<file path="src/logic/rdc_defines.vh">
// Shared constants for the relay driver control block
`ifndef RDC_DEFINES_VH
`define RDC_DEFINES_VH
`define RDC_CHANNELS 8
`define RDC_SEL_WIDTH 3
`define RDC_LATCH_RESET 8'h00
`define RDC_LATCH_SET 8'hff
`define RDC_MODE_SERIAL 1'b0
`define RDC_MODE_PARALLEL 1'b1
`endif

</file>
<file path="src/logic/rdc_relay_driver_control.v">
// Relay driver control: serial and parallel latch variants with set/reset
`timescale 1ns/1ps
`include "rdc_defines.vh"
module rdc_relay_driver_control #(
    parameter CHANNELS = `RDC_CHANNELS,
    parameter MODE = `RDC_MODE_SERIAL
) (
    input wire sys_clk,
    input wire rst_n,
    input wire globalResetN,
    input wire globalSetN,
    input wire chipSelectN,
    input wire serialClock,
    input wire serialDataIn,
    output reg serialDataOut,
    input wire selectBitLow,
    input wire selectBitMid,
    input wire selectBitHigh,
    input wire outputLevel,
    output wire [CHANNELS-1:0] relayOut,
    output wire [CHANNELS-1:0] relayOutEn,
    output wire [CHANNELS-1:0] latchState
);
    // Pin bundle width, and a select width that covers eight channels
    localparam NSYNC = 8;
    localparam SELW = `RDC_SEL_WIDTH;

    // Raw and synchronised pin copies, and the controls decoded from them
    wire [NSYNC-1:0] pinRaw;
    wire [NSYNC-1:0] pinSync;
    wire resetActive;
    wire setActive;
    wire csSync;
    wire sclkSync;
    wire dinSync;
    wire [SELW-1:0] selIndex;
    wire levelSync;

    // Edge history and the strobes found from it
    reg csPrev_reg;
    reg sclkPrev_reg;
    wire csRise;
    wire sclkRise;
    wire sclkFall;
    wire shiftEnable;

    // Shifter, latch and cascade state with their next values
    reg [CHANNELS-1:0] shift_reg;
    reg [CHANNELS-1:0] shift_next;
    reg [CHANNELS-1:0] latch_reg;
    reg [CHANNELS-1:0] latch_next;
    reg doutNext;

    // Parallel capture and its per-channel decode
    reg [SELW-1:0] selCap_reg;
    reg levelCap_reg;
    wire [CHANNELS-1:0] selHit;
    wire [CHANNELS-1:0] parallelNext;

    // One bundle for the control, serial and select pins; all see the same
    // two-clock delay, so their relative timing at the pins is kept
    assign pinRaw = {globalResetN, globalSetN, chipSelectN, serialClock,
                     serialDataIn, selectBitHigh, selectBitMid,
                     selectBitLow};

    // All pins cross into sys_clk through two flops
    rdc_sync #(
        .WIDTH(NSYNC)
    ) uPinSync (
        .sys_clk(sys_clk),
        .rst_n(rst_n),
        .asyncIn(pinRaw),
        .syncOut(pinSync)
    );

    // Level pin has its own pair so the bundle stays eight wide
    rdc_sync #(
        .WIDTH(1)
    ) uLevelSync (
        .sys_clk(sys_clk),
        .rst_n(rst_n),
        .asyncIn(outputLevel),
        .syncOut(levelSync)
    );

    // Synchroniser resets to zero, so pins read as asserted until settled;
    // reset-asserted is the safe side for relays. Set is masked by reset
    // here so that the priority holds even for a single overlapping clock,
    // not only once both pins have settled
    assign resetActive = !pinSync[7];
    assign setActive = !pinSync[6] && !resetActive;
    assign csSync = pinSync[5];
    assign sclkSync = pinSync[4];
    assign dinSync = pinSync[3];
    assign selIndex = pinSync[SELW-1:0];

    // Edge finders on the synchronised copies only; a raw pin never reaches
    // logic, so each edge is seen two clocks late; bounces are not filtered.
    // After rst_n the select copy climbs from zero, giving one rise while
    // shifter and capture still hold zeros: it latches zeros, which is the
    // state reset left anyway
    assign csRise = csSync && !csPrev_reg;
    assign sclkRise = sclkSync && !sclkPrev_reg;
    assign sclkFall = !sclkSync && sclkPrev_reg;

    // Shifting needs select low; with select high the clock is ignored
    assign shiftEnable = !csSync && sclkRise;

    // Next state: reset beats set, set beats every interface input.
    // Priority lives in one chain so no pin timing lets a latch edge
    // slip through while set or reset is held
    always @* begin
        shift_next = shift_reg;
        latch_next = latch_reg;
        if (resetActive) begin
            shift_next = `RDC_LATCH_RESET;
            latch_next = `RDC_LATCH_RESET;
        end else if (setActive) begin
            shift_next = `RDC_LATCH_SET;
            latch_next = `RDC_LATCH_SET;
        end else if (MODE == `RDC_MODE_SERIAL) begin
            // First bit in ends at the top, so bit 7 is the first sent;
            // extra bits simply fall off the top end
            if (shiftEnable) begin
                shift_next = {shift_reg[CHANNELS-2:0], dinSync};
            end
            // Latch only on select rise, whatever the serial clock does
            if (csRise) begin
                latch_next = shift_reg;
            end
        end else begin
            // Values captured while select was low are applied on its rise
            if (csRise) begin
                latch_next = parallelNext;
            end
        end
    end

    // Cascade output follows the top stage on serial clock fall, so a
    // chained part sampling on the rise sees a settled bit; it is forced
    // along with the latches during set and reset
    always @* begin
        doutNext = serialDataOut;
        if (resetActive) begin
            doutNext = 1'b0;
        end else if (setActive) begin
            doutNext = 1'b1;
        end else if (MODE == `RDC_MODE_SERIAL && sclkFall) begin
            doutNext = shift_reg[CHANNELS-1];
        end
    end

    // Edge history; select idles high so its history starts high too
    always @(posedge sys_clk) begin
        if (!rst_n) begin
            csPrev_reg <= 1'b1;
            sclkPrev_reg <= 1'b0;
        end else begin
            csPrev_reg <= csSync;
            sclkPrev_reg <= sclkSync;
        end
    end

    // Shifter, latch and cascade flops; all priority is decided upstream
    always @(posedge sys_clk) begin
        if (!rst_n) begin
            shift_reg <= `RDC_LATCH_RESET;
            latch_reg <= `RDC_LATCH_RESET;
            serialDataOut <= 1'b0;
        end else begin
            shift_reg <= shift_next;
            latch_reg <= latch_next;
            serialDataOut <= doutNext;
        end
    end

    // Parallel capture tracks the pins while select is low, so the value
    // present just before the rising edge is the one applied; it freezes
    // on the edge itself because select already reads high there
    always @(posedge sys_clk) begin
        if (!rst_n) begin
            selCap_reg <= {SELW{1'b0}};
            levelCap_reg <= 1'b0;
        end else if (!csSync) begin
            selCap_reg <= selIndex;
            levelCap_reg <= levelSync;
        end
    end

    // Per-channel slice: parallel decode and open-drain drive. The output
    // value is always low; the enable alone decides whether the pin sinks
    genvar ch;
    generate
        for (ch = 0; ch < CHANNELS; ch = ch + 1) begin : gDrive
            // Channel index at select width; index zero is output 1
            localparam [SELW-1:0] IDX = ch;
            assign selHit[ch] = (selCap_reg == IDX);
            // Hit takes the captured level, every other bit keeps its state
            assign parallelNext[ch] = selHit[ch] ? levelCap_reg :
                                      latch_reg[ch];
            assign relayOut[ch] = 1'b0;
            assign relayOutEn[ch] = latch_reg[ch];
        end
    endgenerate

    assign latchState = latch_reg;
endmodule

</file>
<file path="src/logic/rdc_sync.v">
// Two-flop synchroniser bank for pin inputs
`timescale 1ns/1ps
module rdc_sync #(
    parameter WIDTH = 1
) (
    input wire sys_clk,
    input wire rst_n,
    input wire [WIDTH-1:0] asyncIn,
    output wire [WIDTH-1:0] syncOut
);
    reg [WIDTH-1:0] stage1_reg;
    reg [WIDTH-1:0] stage2_reg;

    // First stage feeds only the second stage, guarding metastability
    always @(posedge sys_clk) begin
        if (!rst_n) begin
            stage1_reg <= {WIDTH{1'b0}};
            stage2_reg <= {WIDTH{1'b0}};
        end else begin
            stage1_reg <= asyncIn;
            stage2_reg <= stage1_reg;
        end
    end

    assign syncOut = stage2_reg;
endmodule

</file>
<file path="config.mk">
export PLATFORM = sky130hd
export DESIGN_NAME = rdc_relay_driver_control
export DESIGN_NICKNAME = d
export VERILOG_FILES = /design/src/logic/rdc_relay_driver_control.v /design/src/logic/rdc_sync.v
export VERILOG_INCLUDE_DIRS = /design/src /design/src/logic
export SDC_FILE = /design/constraint.sdc
export NUM_CORES = 1
export LEC_CHECK = 0
export ABC_AREA = 1
export ABC_CLOCK_PERIOD_IN_PS = 800
export BUFFER_PORTS_ARGS = -buffer_cell sky130_fd_sc_hd__buf_2
export CAP_MARGIN = 20
export CORE_ASPECT_RATIO = 0.75
export CORE_UTILIZATION = 40
export CTS_BUF_LIST = sky130_fd_sc_hd__clkbuf_8
export CTS_CLUSTER_DIAMETER = 80
export DETAILED_ROUTE_END_ITERATION = 8
export PLACE_DENSITY_LB_ADDON = 0.1
export SLEW_MARGIN = 5
export SYNTH_ARGS = -nofsm -noshare
export SYNTH_HDL_FRONTEND = slang
export SYNTH_HIERARCHICAL = 1
export SYNTH_SLANG_ARGS = --single-unit
</file>
<file path="constraint.sdc">
create_clock -name sys_clk -period 0.8 [get_ports sys_clk]
set_input_delay 0.12 -clock sys_clk [delete_from_list [all_inputs] [get_ports sys_clk]]
set_output_delay 0.12 -clock sys_clk [all_outputs]
set_load 0.05 [all_outputs]
</file>
# [Word-level counts from Yosys, hierarchy flattened]
# Index checks and enable logic that the tools add are counted.
[op_classes] n_reduce_logical=14 n_mux=6
[op_table] operator="8-bit 2-to-1 mux" count=4
[op_table] operator="2-bit nonzero test" count=3
[op_table] operator="1-bit logical AND" count=5
[op_table] operator="1-bit logical NOT" count=5
[op_table] operator="1-bit 2-to-1 mux" count=2
[op_table] operator="2-bit AND reduction" count=1
[word_totals] in_bits=11 reg_bits=35 output_inout_bits=25 word_cells=27

# [Logic depth before layout (Yosys ltp)]
[logic_depth] depth_word=5 ltp_mapped=6

# [Hierarchy]
# The synthesis kept the hierarchy.
[modules_own_cells] module="rdc_relay_driver_control" cells_per_inst=120 seq_area_each_um2=380.4 instances=1 area_each_um2=897.1
[modules_own_cells] module="rdc_sync" cells_per_inst=50 seq_area_each_um2=320.3 instances=1 area_each_um2=484.2

# [Worst setup path before layout]
# Ideal clock, no wire load.
[synth_timing] kind="register to output" from="register latch_reg[0] (netlist: latchState[0])" to="output relayOutEn[0]" stages_incl_launch_ff=2 path_slack_ps=-234 arrival_time_ps=914 cell_sequence="dfxtp_1 buf_4"
[synth_rtl] item="start, declared" line="rdc_relay_driver_control.v:50" source="reg [CHANNELS-1:0] latch_reg;"
[synth_rtl] item="start signal, assigned" line="rdc_relay_driver_control.v:168" source="latch_reg <= `RDC_LATCH_RESET;"
[synth_rtl] item="start signal, assigned" line="rdc_relay_driver_control.v:172" source="latch_reg <= latch_next;"
[synth_rtl] item="end, declared" line="rdc_relay_driver_control.v:21" source="output wire [CHANNELS-1:0] relayOutEn,"
# No word-level cell between the ends.

# [Worst setup path in the final report]
[layout_timing] from="register uPinSync.stage2_reg[6] (netlist: uPinSync/syncOut[6])" to="register shift_reg[6]"
[layout_via] elab_chain_len=3
[layout_lines] item="start, declared" line="rdc_sync.v:12" source="reg [WIDTH-1:0] stage2_reg;"
[layout_lines] item="start signal, assigned" line="rdc_sync.v:18" source="stage2_reg <= {WIDTH{1'b0}};"
[layout_lines] item="start signal, assigned" line="rdc_sync.v:21" source="stage2_reg <= stage1_reg;"
[layout_lines] item="1-bit logical NOT *" line="rdc_relay_driver_control.v:91" source="assign setActive = !pinSync[6] && !resetActive;"
[layout_lines] item="1-bit logical AND *" line="rdc_relay_driver_control.v:91"
[layout_lines] item="8-bit 2-to-1 mux or 2-bit nonzero test (tied branches)"
[layout_lines] item="end signal, assigned" line="rdc_relay_driver_control.v:167" source="shift_reg <= `RDC_LATCH_RESET;"
[layout_lines] item="end signal, assigned" line="rdc_relay_driver_control.v:171" source="shift_reg <= shift_next;"
[layout_lines] item="end, declared" line="rdc_relay_driver_control.v:48" source="reg [CHANNELS-1:0] shift_reg;"
# Mark *: on every way between the ends. The rest lies on a longest branch, timed or not.
# A chain may end at the register's enable or synchronous reset.

==> impl_metrics.toml <==
[outcome]
outcome = "complete, but fails checks"
violations = "negative setup slack"

[final_layout]
most-common-layout-cells = "nor2_1 (24), inv_1 (21), buf_8 (17), dfxtp_1 (16), nand2_1 (15)"
area_growth_syn_to_layout_pct = 43.39
postLayoutCellArea_um2 = 1737
final_cells = 217
layout.nets = 191
mostFrequentLayoutCell = "nor2_1"
num_antenna_cells = 0
drive_gt1_share_pct = 46.96
finish.utilization_pct = 63.32

[global_routing]
grt_pass1_wl_um = 3657
grt.overflow.total = 0
gr-usage-all-layers_pct = 15.16
initial_antenna_violation_count = 0
first_global_vias = 826
grt_max_degree = 14

[setup_path]
start_to_end_type_of_the_worst_setup_path = "reg2reg"
rrSetupSlack_ns = -0.14
critPathArrivalTime_ns = 1.11
worst-path-max-fanout = 5
critical_path.startpoint_type = "register"
critPathRequiredTime_ns = 0.96
rr_startpoint = "uPinSync/syncOut[6]"
critical_path_end_type = "register"
critical_path.reg2reg.endpoint = "shift_reg[6]"
setup.worst_path.start = "uPinSync/syncOut[6]"
reg2regPathDepth = 6

[clock_network]
cts.root.buffer_cell = "clkbuf_8"
clock_buffer_count_from_cts = 5
cts.sink_count = 29
cts_tree = "yes"
insertion_delay_ns = 0.27
clock_path_buffers = 2
post-cts-setup-buffers = 0
cts_h_tree_depth = 2
cts.clk_slew.worst_paths_ns = 0.06
cts_hold_buf = 0

[floorplan]
pin_count = 36
floorplan.rows = 16
dieHeight_um = 49.66
design.core.area_um2 = 2743
die-area_um2 = 3254
die_w_um = 65.54
initial_utilization_pct = 44.16

[pwr]
leakage_nw = 0.8243
vdd_drop_max_v = 0.001257
power_density_nw_per_um2 = 1743

[place]
gp_congestion = 0.7966
place.port_buffers = 23
numPlacedInstances = 207
pre_cts_slack_ns = -0.1601
place.detailed.hpwl_um = 1391
postPlaceCellArea_um2 = 1340

[synthesis]
synthCells = 152
synth_area_per_cell_um2 = 7.968
yosys_warnings = 6
mappedNetlistArea_um2 = 1211

[timing]
post-route-period-util_pct = 117.9
setup_repair_after_global_routing_missed_its_margin = "yes"
setup_viol = 34
timing.final.crit_period_ns = 0.9435
skew_ns = 0.004600
report.final.slew_viol_count = 0
finalHoldViolCount = 0
max_clock_freq_mhz = 1060
holdWs_ns = 0.03336
post-route-worst-setup-slack_ns = -0.1435

[drt]
vias_per_cell = 4.286
drtIter0Drc = 24
wire_per_inst_um = 10.19
drtAntennaViolNets = 0
drcViolationCount = 0
wirelength_um = 2211
dr.pass1.iters = 4
via_count = 930

[worst_hold_path]
worst_hold_path_depth = 3
min_to = "uPinSync/stage1_reg[6]"
timing.hold.worst.class = "in2reg"
hold_path.startpoint = "globalSetN"

[run]
drv.max_cap_violation_count = 0
[layer usage]
layer  routed length (µm)  GRT usage [%]  vias to the layer above  share of wire (%)
met1                 1069          19.12                      402                 48
met2                  998          22.51                       33                 45
li1                     -              -                      493                  -
met4                   19          7.609                        0               0.86
met5                    0              0                        -                  0
met3                  124          5.556                        2                5.6
[cell type report]
cell class | instances | area, µm²
clock buffer | 6 | 82.58
clock inverter | 2 | 7.507
fill | 239 | 1006
sequential | 29 | 619.3
tap | 36 | 45.04
multi-input combinational | 86 | 473.0
timing repair buffer | 33 | 405.4
inverter | 25 | 103.9
[per-stage QoR]
step	setup TNS [ns]	power, mW
after CTS	-3.667	3.034
final	-3.622	3.027
after detailed placement	-2.147	1.816
after global routing	-5.188	3.169
after floorplan	-0.9589	1.795
after global placement	-2.024	1.814
[critical path: stages, from the launching register on]
cell,delay [ns]
dfxtp_2,0.33
inv_2,0.04
nand2_4,0.10
buf_12,0.12
nand2_2,0.07
o21ai_2,0.13
nor2_1,0.05
[power by group]
group / internal (mW) / total (mW) / switching [mW]
sequential: 1.46 / 1.48 / 0.0253
combinational: 0.124 / 0.371 / 0.247
clock: 0.674 / 1.17 / 0.498
[repair_timing]
item / in CTS / in global routing
cloned: 1 / 1
gates resized for setup: 57 / 29
endpoints found under the hold margin: 0 / 0
setup endpoints to repair: 34 / 34
pin swaps: 2 / 0
[worst max path at each step]
stage                     to  slack [ns]  depth (start not counted)
3_3_place_gp    shift_reg[6]       -0.16                          6
2_1_floorplan   shift_reg[1]       -0.07                          6
3_5_place_dp   latchState[1]       -0.16                          6
5_1_grt        latchState[3]       -0.21                          6
4_1_cts         shift_reg[6]       -0.13                          6
6_report        shift_reg[6]       -0.14                          6
Note: power is estimated with default switching activity, not from simulation.
